==> src/rtl/tiop_pkg.sv <==
package tiop_pkg;
    localparam int ADDR_W = 8;
    localparam int DATA_W = 32;
    localparam int XFER_W = 32;
    localparam int CNT_W  = 16;
    localparam int DIV_W  = 8;
    localparam int CBLK_N = 6;
    localparam int CBSEL_W = 3;
    localparam int SLOT_W = 6;

    // Register offsets, one aligned word each
    localparam logic [ADDR_W-1:0] OFF_CTRL    = 8'h00;
    localparam logic [ADDR_W-1:0] OFF_OUTDATA = 8'h04;
    localparam logic [ADDR_W-1:0] OFF_INDATA  = 8'h08;
    localparam logic [ADDR_W-1:0] OFF_COND    = 8'h0C;
    localparam logic [ADDR_W-1:0] OFF_TIME    = 8'h10;
    localparam logic [ADDR_W-1:0] OFF_COUNT   = 8'h14;
    localparam logic [ADDR_W-1:0] OFF_STAMP   = 8'h18;
    localparam logic [ADDR_W-1:0] OFF_STATUS  = 8'h1C;
    localparam logic [ADDR_W-1:0] OFF_CLKCFG  = 8'h20;
    localparam logic [ADDR_W-1:0] CLKCFG_STEP = 8'h04;

    // Control register fields
    localparam int C_DIR    = 0;
    localparam int C_OD     = 1;
    localparam int C_COND   = 2;
    localparam int C_NEQ    = 3;
    localparam int C_SIN    = 4;
    localparam int C_SOUT   = 5;
    localparam int C_CB_LSB = 6;
    localparam int C_CB_MSB = 8;
    localparam int C_EN     = 9;
    localparam int C_EV     = 10;
    localparam int CTRL_W   = 11;
    localparam logic [CTRL_W-1:0] CTRL_RST = 11'h000;

    // Clock block config: bit 0 source, bits DIV_W:1 divider
    localparam int CB_SRC     = 0;
    localparam int CB_DIV_LSB = 1;
    localparam int CB_W       = DIV_W + 1;
    localparam logic [CB_W-1:0] CB_RST = 9'h000;

    // Status fields
    localparam int S_TXF = 0;
    localparam int S_RXV = 1;
    localparam int S_ARM = 2;
endpackage : tiop_pkg

==> src/rtl/tiop_clkblk.sv <==
`timescale 1ns/1ns
module tiop_clkblk #(
    parameter int DIV_W = tiop_pkg::DIV_W
) (
    input  wire logic             ref_clk_i,
    input  wire logic             rstn_i,
    input  wire logic             src_pin_i,
    input  wire logic [DIV_W-1:0] div_i,
    input  wire logic             ext_rise_i,
    output logic                  tick_o
);
    logic [DIV_W-1:0] cnt_r;
    logic             tick_r;
    logic             src_ev;

    // A pin source counts its rising edges, the reference counts every cycle
    assign src_ev = src_pin_i ? ext_rise_i : 1'b1;
    assign tick_o = tick_r;

    always_ff @(posedge ref_clk_i) begin
        if (!rstn_i) begin
            cnt_r  <= '0;
            tick_r <= 1'b0;
        end else if (src_ev && cnt_r >= div_i) begin
            cnt_r  <= '0;
            tick_r <= 1'b1;
        end else begin
            cnt_r  <= src_ev ? cnt_r + 1'b1 : cnt_r;
            tick_r <= 1'b0;
        end
    end
endmodule : tiop_clkblk

==> src/rtl/tiop_port.sv <==
`timescale 1ns/1ns
// Behaviour
// - Port width is a parameter taking 1, 4, 8, 16 or 32 bits.
// - All pins of the port are inputs or all are outputs.
// - Port drives pins high or low, or samples them, optionally on a condition.
// - Every register access completes in one cycle.
// - Open-drain mode drives zeros low and floats ones.
// - Data passes through a shift register and a transfer register.
// - A 16-bit counter times the move between pins and transfer register.
// - Counter readable anytime; transfers may wait for a set counter value.
// - Each transfer saves the counter as a timestamp.
// - An enabled link sharing the pins disables the port drivers.
// - Pins taken by a narrower enabled port are released by this one.
// - Port shifts data at its full width; pins taken by another port are not driven.
// - Six clock blocks; block 0 runs at the 100 MHz reference.
// - A clock block may use a 1-bit pin as source, optionally divided.
// - Input strobe qualifies incoming data; output strobe accompanies output.
// - After reset the port uses clock block 0.
// - Pin activity is signalled to the core as an event, not an interrupt.
// - Pull-downs are enabled while in reset.
module tiop_port #(
    parameter int PORT_W = 8,
    parameter int XFER_W = tiop_pkg::XFER_W
) (
    input  wire logic                        ref_clk_i,
    input  wire logic                        rstn_i,
    input  wire logic [tiop_pkg::ADDR_W-1:0] addr_i,
    input  wire logic [tiop_pkg::DATA_W-1:0] wdata_i,
    input  wire logic                        wr_i,
    input  wire logic                        rd_i,
    output logic      [tiop_pkg::DATA_W-1:0] rdata_o,
    input  wire logic [PORT_W-1:0]           pin_i,
    output logic      [PORT_W-1:0]           pin_o,
    output logic      [PORT_W-1:0]           pin_oe_o,
    output logic                             pull_down_o,
    input  wire logic                        input_valid_strobe_i,
    output logic                             output_valid_strobe_o,
    input  wire logic                        ext_clk_i,
    input  wire logic                        link_en_i,
    input  wire logic [PORT_W-1:0]           pin_taken_i,
    output logic                             event_o
);
    localparam int SLOTS = XFER_W / PORT_W;
    localparam int SYW   = PORT_W + 2;
    localparam logic [tiop_pkg::SLOT_W-1:0] LAST_SLOT = tiop_pkg::SLOT_W'(SLOTS - 1);

    function automatic logic hit(input logic [tiop_pkg::ADDR_W-1:0] a, input logic [tiop_pkg::ADDR_W-1:0] off);
        hit = (a == off);
    endfunction : hit

    logic [SYW-1:0]                sy1_r;
    logic [SYW-1:0]                sy2_r;
    logic                          ext_d_r;
    logic [tiop_pkg::CTRL_W-1:0]   ctrl_r;
    logic [tiop_pkg::CB_W-1:0]     cbcfg_r [tiop_pkg::CBLK_N];
    logic [XFER_W-1:0]             tx_r;
    logic                          tx_full_r;
    logic [XFER_W-1:0]             rx_r;
    logic                          rx_valid_r;
    logic [PORT_W-1:0]             cond_r;
    logic [tiop_pkg::CNT_W-1:0]    time_r;
    logic                          armed_r;
    logic [tiop_pkg::CNT_W-1:0]    count_r;
    logic [tiop_pkg::CNT_W-1:0]    stamp_r;
    logic [XFER_W-1:0]             sh_r;
    logic [tiop_pkg::SLOT_W-1:0]   slot_r;
    logic [PORT_W-1:0]             pin_out_r;
    logic                          strobe_r;
    logic                          pd_r;
    logic [tiop_pkg::DATA_W-1:0]   rdata_r;
    logic [tiop_pkg::DATA_W-1:0]   rd_mux;
    logic [tiop_pkg::CBLK_N-1:0]   tick_v;
    logic [XFER_W+PORT_W-1:0]      cat_in;
    logic [PORT_W-1:0]             pin_s;
    logic                          stb_s;
    logic                          ext_rise;
    logic [tiop_pkg::CBSEL_W-1:0]  cb_sel;
    logic                          tick;
    logic                          dir_out;
    logic                          od;
    logic                          time_ok;
    logic                          cond_ok;
    logic                          samp_ok;
    logic                          start_w;
    logic                          xfer_w;
    logic                          shift_w;
    logic                          drive_en;

    // Pins, strobe and external clock cross into the reference domain
    always_ff @(posedge ref_clk_i) begin
        if (!rstn_i) begin
            sy1_r   <= '0;
            sy2_r   <= '0;
            ext_d_r <= 1'b0;
        end else begin
            sy1_r   <= {ext_clk_i, input_valid_strobe_i, pin_i};
            sy2_r   <= sy1_r;
            ext_d_r <= sy2_r[PORT_W+1];
        end
    end

    assign pin_s    = sy2_r[PORT_W-1:0];
    assign stb_s    = sy2_r[PORT_W];
    assign ext_rise = sy2_r[PORT_W+1] & ~ext_d_r;
    assign dir_out  = ctrl_r[tiop_pkg::C_DIR];
    assign od       = ctrl_r[tiop_pkg::C_OD];
    assign cb_sel   = ctrl_r[tiop_pkg::C_CB_MSB:tiop_pkg::C_CB_LSB];

    // Block 0 is pinned to the undivided reference clock
    for (genvar g = 0; g < tiop_pkg::CBLK_N; g++) begin : g_cb
        tiop_clkblk #(.DIV_W(tiop_pkg::DIV_W)) u_cb (
            .ref_clk_i  (ref_clk_i),
            .rstn_i     (rstn_i),
            .src_pin_i  (g == 0 ? 1'b0 : cbcfg_r[g][tiop_pkg::CB_SRC]),
            .div_i      (g == 0 ? '0 : cbcfg_r[g][tiop_pkg::CB_W-1:tiop_pkg::CB_DIV_LSB]),
            .ext_rise_i (ext_rise),
            .tick_o     (tick_v[g])
        );
    end

    // Out-of-range selections stall the port rather than read an unknown
    assign tick = (cb_sel < tiop_pkg::CBSEL_W'(tiop_pkg::CBLK_N)) ? tick_v[cb_sel] : 1'b0;

    assign time_ok = !armed_r || (count_r == time_r);
    assign cond_ok = !ctrl_r[tiop_pkg::C_COND] || ((pin_s != cond_r) == ctrl_r[tiop_pkg::C_NEQ]);
    assign samp_ok = (!ctrl_r[tiop_pkg::C_SIN] || stb_s) && (slot_r != '0 || (cond_ok && time_ok));
    assign start_w = tick && (dir_out ? (slot_r == '0 && tx_full_r && time_ok) : (samp_ok && slot_r == '0));
    assign xfer_w  = dir_out ? start_w : (tick && samp_ok && slot_r == LAST_SLOT);
    assign shift_w = tick && dir_out && slot_r != '0;
    assign cat_in  = {pin_s, sh_r};

    // Register writes
    always_ff @(posedge ref_clk_i) begin
        if (!rstn_i) begin
            ctrl_r <= tiop_pkg::CTRL_RST;
            cond_r <= '0;
            time_r <= '0;
            tx_r   <= '0;
        end else if (wr_i) begin
            if (hit(addr_i, tiop_pkg::OFF_CTRL)) begin
                ctrl_r <= wdata_i[tiop_pkg::CTRL_W-1:0];
            end
            if (hit(addr_i, tiop_pkg::OFF_COND)) begin
                cond_r <= wdata_i[PORT_W-1:0];
            end
            if (hit(addr_i, tiop_pkg::OFF_TIME)) begin
                time_r <= wdata_i[tiop_pkg::CNT_W-1:0];
            end
            if (hit(addr_i, tiop_pkg::OFF_OUTDATA)) begin
                tx_r <= wdata_i[XFER_W-1:0];
            end
        end
    end

    always_ff @(posedge ref_clk_i) begin
        for (int k = 0; k < tiop_pkg::CBLK_N; k++) begin
            if (!rstn_i) begin
                cbcfg_r[k] <= tiop_pkg::CB_RST;
            end else if (wr_i && hit(addr_i, tiop_pkg::OFF_CLKCFG + tiop_pkg::ADDR_W'(k) * tiop_pkg::CLKCFG_STEP)) begin
                cbcfg_r[k] <= wdata_i[tiop_pkg::CB_W-1:0];
            end
        end
    end

    // Flags: a set (register write or hardware) in the same cycle as the clear wins
    always_ff @(posedge ref_clk_i) begin
        if (!rstn_i) begin
            tx_full_r  <= 1'b0;
            rx_valid_r <= 1'b0;
            armed_r    <= 1'b0;
        end else begin
            if (wr_i && hit(addr_i, tiop_pkg::OFF_OUTDATA)) begin
                tx_full_r <= 1'b1;
            end else if (start_w && dir_out) begin
                tx_full_r <= 1'b0;
            end
            if (xfer_w && !dir_out) begin
                rx_valid_r <= 1'b1;
            end else if (rd_i && hit(addr_i, tiop_pkg::OFF_INDATA)) begin
                rx_valid_r <= 1'b0;
            end
            if (wr_i && hit(addr_i, tiop_pkg::OFF_TIME)) begin
                armed_r <= 1'b1;
            end else if (start_w) begin
                armed_r <= 1'b0;
            end
        end
    end

    always_ff @(posedge ref_clk_i) begin
        if (!rstn_i) begin
            count_r <= '0;
            stamp_r <= '0;
        end else begin
            count_r <= tick ? count_r + 1'b1 : count_r;
            if (xfer_w) begin
                stamp_r <= count_r;
            end
        end
    end

    // Serialiser: the transfer register moves one port-width slot per tick
    always_ff @(posedge ref_clk_i) begin
        if (!rstn_i) begin
            sh_r      <= '0;
            slot_r    <= '0;
            pin_out_r <= '0;
            rx_r      <= '0;
            strobe_r  <= 1'b0;
        end else begin
            strobe_r <= (start_w && dir_out || shift_w) && ctrl_r[tiop_pkg::C_SOUT];
            if (dir_out && start_w) begin
                pin_out_r <= tx_r[PORT_W-1:0];
                sh_r      <= tx_r >> PORT_W;
                slot_r    <= LAST_SLOT;
            end else if (shift_w) begin
                pin_out_r <= sh_r[PORT_W-1:0];
                sh_r      <= sh_r >> PORT_W;
                slot_r    <= slot_r - 1'b1;
            end else if (!dir_out && tick && samp_ok) begin
                sh_r   <= cat_in[XFER_W+PORT_W-1:PORT_W];
                slot_r <= (slot_r == LAST_SLOT) ? '0 : slot_r + 1'b1;
                if (slot_r == LAST_SLOT) begin
                    rx_r <= cat_in[XFER_W+PORT_W-1:PORT_W];
                end
            end
        end
    end

    always_ff @(posedge ref_clk_i) begin
        pd_r <= !rstn_i;
    end

    // Pin drivers
    assign drive_en    = ctrl_r[tiop_pkg::C_EN] && dir_out && !link_en_i;
    assign pin_oe_o    = drive_en ? ((od ? ~pin_out_r : '1) & ~pin_taken_i) : '0;
    assign pin_o       = od ? '0 : pin_out_r;
    assign pull_down_o = pd_r | ~rstn_i;
    assign output_valid_strobe_o = strobe_r;
    assign event_o = ctrl_r[tiop_pkg::C_EV] && (dir_out ? !tx_full_r : rx_valid_r);

    // Read path: data in the cycle after the strobe, zero otherwise
    always_comb begin
        rd_mux = '0;
        case (addr_i)
            tiop_pkg::OFF_CTRL:   rd_mux = tiop_pkg::DATA_W'(ctrl_r);
            tiop_pkg::OFF_INDATA: rd_mux = tiop_pkg::DATA_W'(rx_r);
            tiop_pkg::OFF_COND:   rd_mux = tiop_pkg::DATA_W'(cond_r);
            tiop_pkg::OFF_TIME:   rd_mux = tiop_pkg::DATA_W'(time_r);
            tiop_pkg::OFF_COUNT:  rd_mux = tiop_pkg::DATA_W'(count_r);
            tiop_pkg::OFF_STAMP:  rd_mux = tiop_pkg::DATA_W'(stamp_r);
            tiop_pkg::OFF_STATUS: rd_mux = tiop_pkg::DATA_W'({armed_r, rx_valid_r, tx_full_r});
            default:              rd_mux = '0;
        endcase
        for (int k = 0; k < tiop_pkg::CBLK_N; k++) begin
            if (hit(addr_i, tiop_pkg::OFF_CLKCFG + tiop_pkg::ADDR_W'(k) * tiop_pkg::CLKCFG_STEP)) begin
                rd_mux = tiop_pkg::DATA_W'(cbcfg_r[k]);
            end
        end
    end

    always_ff @(posedge ref_clk_i) begin
        if (!rstn_i) begin
            rdata_r <= '0;
        end else begin
            rdata_r <= rd_i ? rd_mux : '0;
        end
    end

    assign rdata_o = rdata_r;
endmodule : tiop_port

==> config.mk <==
export PLATFORM = sky130hd
export DESIGN_NAME = tiop_port
export DESIGN_NICKNAME = d
export VERILOG_FILES = /design/src/rtl/tiop_pkg.sv /design/src/rtl/tiop_clkblk.sv /design/src/rtl/tiop_port.sv
export SDC_FILE = /design/constraint.sdc
export NUM_CORES = 1
export LEC_CHECK = 0
export BUFFER_PORTS_ARGS = -buffer_cell sky130_fd_sc_hd__buf_2
export CAP_MARGIN = 20
export CORE_ASPECT_RATIO = 1.75
export CORE_MARGIN = 1
export CORE_UTILIZATION = 32
export DETAILED_ROUTE_END_ITERATION = 10
export PLACE_DENSITY_LB_ADDON = 0.08
export SLEW_MARGIN = 10
export SYNTH_ARGS = -nofsm -noshare
export SYNTH_HDL_FRONTEND = slang
export SYNTH_HIERARCHICAL = 1
export SYNTH_SLANG_ARGS = --single-unit
==> constraint.sdc <==
create_clock -name ref_clk_i -period 3.2 [get_ports ref_clk_i]
set_input_delay 0.16 -clock ref_clk_i [delete_from_list [all_inputs] [get_ports ref_clk_i]]
set_output_delay 0.16 -clock ref_clk_i [all_outputs]
set_load 0.1 [all_outputs]
# After elaboration in Yosys (flattened, before gate mapping)
# Memories as Yosys holds them, arrays and structs flattened.
# Cells that the tools add are included.
# W data, S select, Z words.
classes:
  addsub: 9
  magnitude_cmp: 8
  eq_ne: 17
  n_mux: 67
  n_bitwise: 16
  reduce_logical: 68
ops:
  columns: ["op", "n"]
  rows:
  - ["$pmux W32 S7", 1]
  - ["$mux W9", 12]
  - ["$mux W24", 3]
  - ["$add A8 B1 Y8 const B", 6]
  - ["$eq A8 B6 Y1 const B", 6]
  - ["$mux W1", 41]
  - ["$ge A8 B8 Y1", 5]
  - ["$mux W8", 5]
  - ["$eq A8 B5 Y1 const B", 4]
  - ["$logic_and A1 B1 Y1", 32]
  - ["$mux W6", 3]
  - ["$add A16 B1 Y16 const B", 1]
  - ["$eq A16 B16 Y1", 1]
  - ["$eq A8 B4 Y1 const B", 2]
  - ["$not A8 Y8", 2]
  - ["$reduce_or A2 Y1", 7]
  - ["$reduce_and A2 Y1", 5]
  - ["$reduce_bool A2 Y1", 5]
  - ["$and A8 B8 Y8", 1]
  - ["$eq A8 B3 Y1 const B", 1]
  - ["$ge A8 B1 Y1 const B", 1]
  - ["$logic_not A8 Y1", 1]
  - ["$ne A8 B8 Y1", 1]
  - ["$reduce_or A8 Y1", 1]
  - ["other kinds (18)", 38]
totals:
  register_bits: 289
  mem_bits_rw: 54
  input_bits: 63
  out_inout_bits: 51
  wordCells: 220
  memories: 1
mem_list:
  columns: ["memory", "words", "word_bits", "rd", "rd_ports_with_merged_regs", "write_ports", "line", "text"]
  rows:
  - ["cbcfg_r", 6, 9, 6, 0, 6, "tiop_port.sv:55", "logic [tiop_pkg::CB_W-1:0] cbcfg_r [tiop_pkg::CBLK_N];"]

# Logic depth before layout (Yosys ltp)
logic_depth:
  depth_word: 12
  mapped_depth: 11
  mapped_depth_nobuf: 9

# Modules after synthesis
# The synthesis kept the hierarchy.
by_module_without_submodules:
  columns: ["mod", "instances", "cells_per_inst", "area_per_inst_um2", "seq_area_each_um2"]
  rows:
  - ["tiop_port", 1, 1235, 11836.4, 6326.1]
  - ["tiop_clkblk", 6, 65, 680.7, 180.2]

# Worst setup path before layout
# OpenSTA, ideal clock, no wires.
synth_path:
  path_kind: "register -> output"
  startpoint: "reg ctrl_r[0] in the netlist's numbering"
  endpoint: "out pin_oe_o[0]"
  arrival_ns: 3.065
  required_time_ns: 3.040
  path_slack_ns: -0.025
  stages_incl_launch_ff: 4
  path_buffers: 1
  path_cell_list: "dfxtp_1 -> clkbuf_1 -> nand3b_1 -> a211oi_1"
synth_between:
  elab_chain_len: 3
synth_rtl:
  columns: ["item", "line", "text"]
  rows:
  - ["from (decl)", "tiop_port.sv:54", "logic [tiop_pkg::CTRL_W-1:0] ctrl_r;"]
  - ["from (signal assigned)", "tiop_port.sv:135", "ctrl_r <= tiop_pkg::CTRL_RST;"]
  - ["from (signal assigned)", "tiop_port.sv:141", "ctrl_r <= wdata_i[tiop_pkg::CTRL_W-1:0];"]
  - ["$logic_and A1 B1 Y1 (2 in series)", "tiop_port.sv:235", "assign drive_en = ctrl_r[tiop_pkg::C_EN] && dir_out && !link_en_i;"]
  - ["$mux W8", "tiop_port.sv:236", "assign pin_oe_o = drive_en ? ((od ? ~pin_out_r : '1) & ~pin_taken_i) : '0;"]
  - ["to (decl)", "tiop_port.sv:34", "output logic [PORT_W-1:0] pin_oe_o,"]
# Every way passes these cells.

# Worst setup path in the final report
layout_path:
  startpoint: "reg count_r[12] in the netlist's numbering"
  endpoint: "reg rx_r[19]"
layout_between:
  elab_chain_len: 11
  word_cells_on_any_way: 13
  cone_classes: "eq/ne (1); mux (1); bitwise (1); reduce/logical (10)"
layout_rtl:
  columns: ["item", "line", "text"]
  rows:
  - ["from (decl)", "tiop_port.sv:63", "logic [tiop_pkg::CNT_W-1:0] count_r;"]
  - ["from (signal assigned)", "tiop_port.sv:195", "count_r <= tick ? count_r + 1'b1 : count_r;"]
  - ["$eq A16 B16 Y1 *", "tiop_port.sv:124", "assign time_ok = !armed_r || (count_r == time_r);"]
  - ["$logic_or A1 B1 Y1 *", "tiop_port.sv:124", null]
  - ["$logic_and A1 B1 Y1", "tiop_port.sv:126", "assign samp_ok = (!ctrl_r[tiop_pkg::C_SIN] || stb_s) && (slot_r != '0 || (cond_ok && time_ok));"]
  - ["$logic_or A1 B1 Y1", "tiop_port.sv:126", null]
  - ["$logic_and A1 B1 Y1", "tiop_port.sv:126", null]
  - ["$logic_and A1 B1 Y1", "tiop_port.sv:127", "assign start_w = tick && (dir_out ? (slot_r == '0 && tx_full_r && time_ok) : (samp_ok && slot_r == '0));"]
  - ["$mux W1", "tiop_port.sv:127", null]
  - ["$logic_and A1 B1 Y1", "tiop_port.sv:127", null]
  - ["$logic_and A1 B1 Y1", "tiop_port.sv:212", "if (dir_out && start_w) begin"]
  - ["$not A1 Y1 (no line)", null, null]
  - ["$reduce_and A4 Y1 (no line) *", null, null]
  - ["to (signal assigned)", "tiop_port.sv:224", "rx_r <= cat_in[XFER_W+PORT_W-1:PORT_W];"]
  - ["to (decl)", "tiop_port.sv:58", "logic [XFER_W-1:0] rx_r;"]
# Every way passes the cells marked *; elsewhere a longest branch is shown, timed or not.
# A chain may end at the register's enable or synchronous reset.

==> impl_metrics.toml <==
[detailed_routing]
dr.pass1.iters = 5
remaining_drc_errors = 0
wl_per_cell_um = 19.9
drt-initial-drc-count = 704
routed_wl_um = 49000
antenna_left = 0
vias_per_cell = 4.93
vias = 12148

[global_routing]
grt_overflow = 0
antenna_found_initial = 4
grt_usage_pct = 19.7
grt_max_degree = 95
grt_pass1_vias = 12410
grt_first_pass_wirelength_um = 75200

[synthesis]
synth_top_area_share_pct = 36.3
async_reset_ff_share_pct = 0
postSynthAreaPerCell_um2 = 9.80
syn-cell-area_um2 = 15900
synth_common_cells = "dfxtp_1 (289), nand2_1 (199), nor2_1 (124)"
netlist_top_cells_area = "dfxtp_1 (36%), edfxtp_1 (10%), mux2i_1 (7.2%)"
ys.flop_type = "dfxtp_1"
syn_inst = 1625
synth_cell_types = 62
yosysTopAreaCell = "dfxtp_1"
ys_seq_area_share_pct = 46.5
yosysMostFrequentCell = "dfxtp_1"
yosys_warnings = 6
ys_seq_elements = 343
synth_edf_count = 54

[job]
cap_violations = 0

[power_and_ir_drop]
ir_worst_vdd_mv = 0.356
p_int_mw = 7.14
swShare_pct = 23.6
power_density_nw_per_um2 = 493
pwr-share-seq_pct = 48.3
power_frac_comb_pct = 5.8
power.share.clock_pct = 45.9
p_total_mw = 9.34
switchingPower_mw = 2.20
power.leakage_nw = 7.85

[sta]
slew_viol_final = 0
hold_viol_final = 0
worst_slew_margin_rel_pct = 33.2
fin_crit_sh_pct = 91.0
post-route-min-period_ns = 2.91
setup_viol = 0
hold_ws_ns = 0.0322
tightest_slew_ns = 0.997
finClkSkew_ns = 0.0236
max_freq_ghz = 0.343
rsz0062_at_grt = "no"

[critical_path]
worstPathRequired_ns = 3.61
startpoint_type = "flop"
cp_max_fo = 16
worst-setup-path-type = "reg2reg"
arrival_ns = 3.32
end_kind = "flop"

[placed_design]
place_congestion = 0.852
port_buffers = 113
dp.final_hpwl_um = 35900

[floorplanning]
row_count = 107
start_util_pct = 32.6
chipWidth_um = 171
fp.dieArea_um2 = 50700
io_pins = 114
core_area_um2 = 48900
die_y_um = 297

[clock_network]
cts.path.max_buffers = 3
h-tree-depth = 2
cts.clk_slew.worst_paths_ns = 0.06
cts_tree = "built"
clockRootBuffer = "clkbuf_16"
cts_buffers = 37
clock_latency_ns = 0.55
clock-sinks = 343

[min_path]
hold_path_class = "in2reg"

[layout]
final_util_pct = 38.7
final_net_count = 1900
drive_gt1_share_pct = 16.2
syn_to_final_growth_pct = 18.9

[run_status]
outcome = "complete, no violations"
[critical path, stage by stage (launching register included)]
cell and delay (ns):
dfxtp_1 0.37, xnor2_1 0.30, nand4_1 0.18, o41a_1 0.60, a2111oi_4 0.54, buf_4 0.24
nand2_2 0.07, buf_4 0.24, mux2i_1 0.19, nor2_1 0.05
[routing by layer]
metal	part of all wire (%)	global-route usage (%)	vias up
met5	0.055	0	-
met4	4.0	8.60	4
met3	3.5	2.53	83
met2	54	37.4	270
met1	38	21.2	5800
li1	-	-	5991
[power by group through the flow]
| stage | registers (mW) | clock network (mW) | logic [mW] |
|---|---|---|---|
| 2_1_floorplan | 4.58 | 0 | 0.344 |
| 3_3_place_gp | 4.61 | 0 | 0.513 |
| 3_5_place_dp | 4.61 | 0 | 0.519 |
| 4_1_cts | 4.51 | 4.41 | 0.552 |
| 5_1_grt | 4.52 | 4.57 | 0.598 |
| 6_report | 4.51 | 4.29 | 0.544 |
[cells by family after synthesis]
kind of cell / after synthesis / share of synthesized area (%)
mux: 118 / 7.44
compound gates: 248 / 12.3
fa+ha+maj: 57 / 4.48
simple gates: 645 / 21.6
xor+xnor: 74 / 4.07
buf+inv: 139 / 3.48
other cells: 1 / 0.0236
flops: 343 / 46.5
[cell type report]
type / count / area, um2
tap: 654 / 818
clock buffer: 49 / 1040
timing repair buffer: 190 / 1280
antenna: 3 / 7.51
inverter: 56 / 213
fill: 4936 / 29900
sequential: 343 / 7410
multi-input combinational: 1152 / 8030
clock inverter: 15 / 140
[sequential cells by signal, indices dropped and copies added (netlist names), 6 cells and up]
signal	count
tx_r	32
rdata_o	32
cbcfg_r	54
cond_r	8
sy2_r	10
pin_out_r	8
count_r	16
ctrl_r	11
sh_r	32
stamp_r	16
time_r	16
rx_r	32
slot_r	6
g_cb.u_cb/tick_o	6
g_cb.u_cb/cnt_r	48
sy1_r	10
[repair_timing]
item                                    in CTS  in global routing
setup buffers                                0                  0
hold buffers                                34                  0
endpoints found under the setup margin       0                  0
endpoints found under the hold margin       43                  0
resized for setup                            0                  0
[path summary, 6_finish.rpt]
| path | from | endpoint | slack (ns) | cells past startpoint |
|---|---|---|---|---|
| max | count_r[12] | rx_r[19] | 0.29 | 9 |
| min | wdata_i[2] | tx_r[2] | 0.03 | 3 |
| max reg2reg | count_r[12] | rx_r[19] | 0.29 | 9 |
| min reg2reg | sy1_r[7] | sy2_r[7] | 0.43 | 1 |
[per-stage QoR]
step | std cells | setup slack [ns] | instance area [um2] | setup TNS, ns
2_1_floorplan | 1634 | -0.0247 | 16000 | -0.198
3_3_place_gp | 2360 | 0.180 | 17400 | 0
3_5_place_dp | 2360 | 0.110 | 17400 | 0
4_1_cts | 2458 | 0.0882 | 18900 | 0
5_1_grt | 2461 | 0.0900 | 18900 | 0
6_report | 2462 | 0.287 | 18900 | 0
[layout by cell type, fill, tap and decap left out, types with 7 or more instances in the layout]
cell and instances:
dfxtp_1 289, nand2_1 199, nor2_1 122, mux2i_1 115
buf_2 113, and2_1 100, a21oi_1 75, ha_1 57
inv_1 55, edfxtp_1 54, o21ai_0 52, nand3_1 45
buf_4 39, xnor2_1 37, xor2_1 37, clkbuf_16 37
dlygate4sd3_1 34, nor3b_1 33, nand4_1 28, a211oi_1 22
nor3_1 19, a22oi_1 16, nor2b_1 12, a31oi_1 12
nor3b_2 12, a222oi_1 11, nor4_1 10, conb_1 10
a2111oi_4 7, o31ai_1 7, nor4b_1 7, clkinv_2 7
clkbuf_8 7
Power figures use the tool's default switching activity.
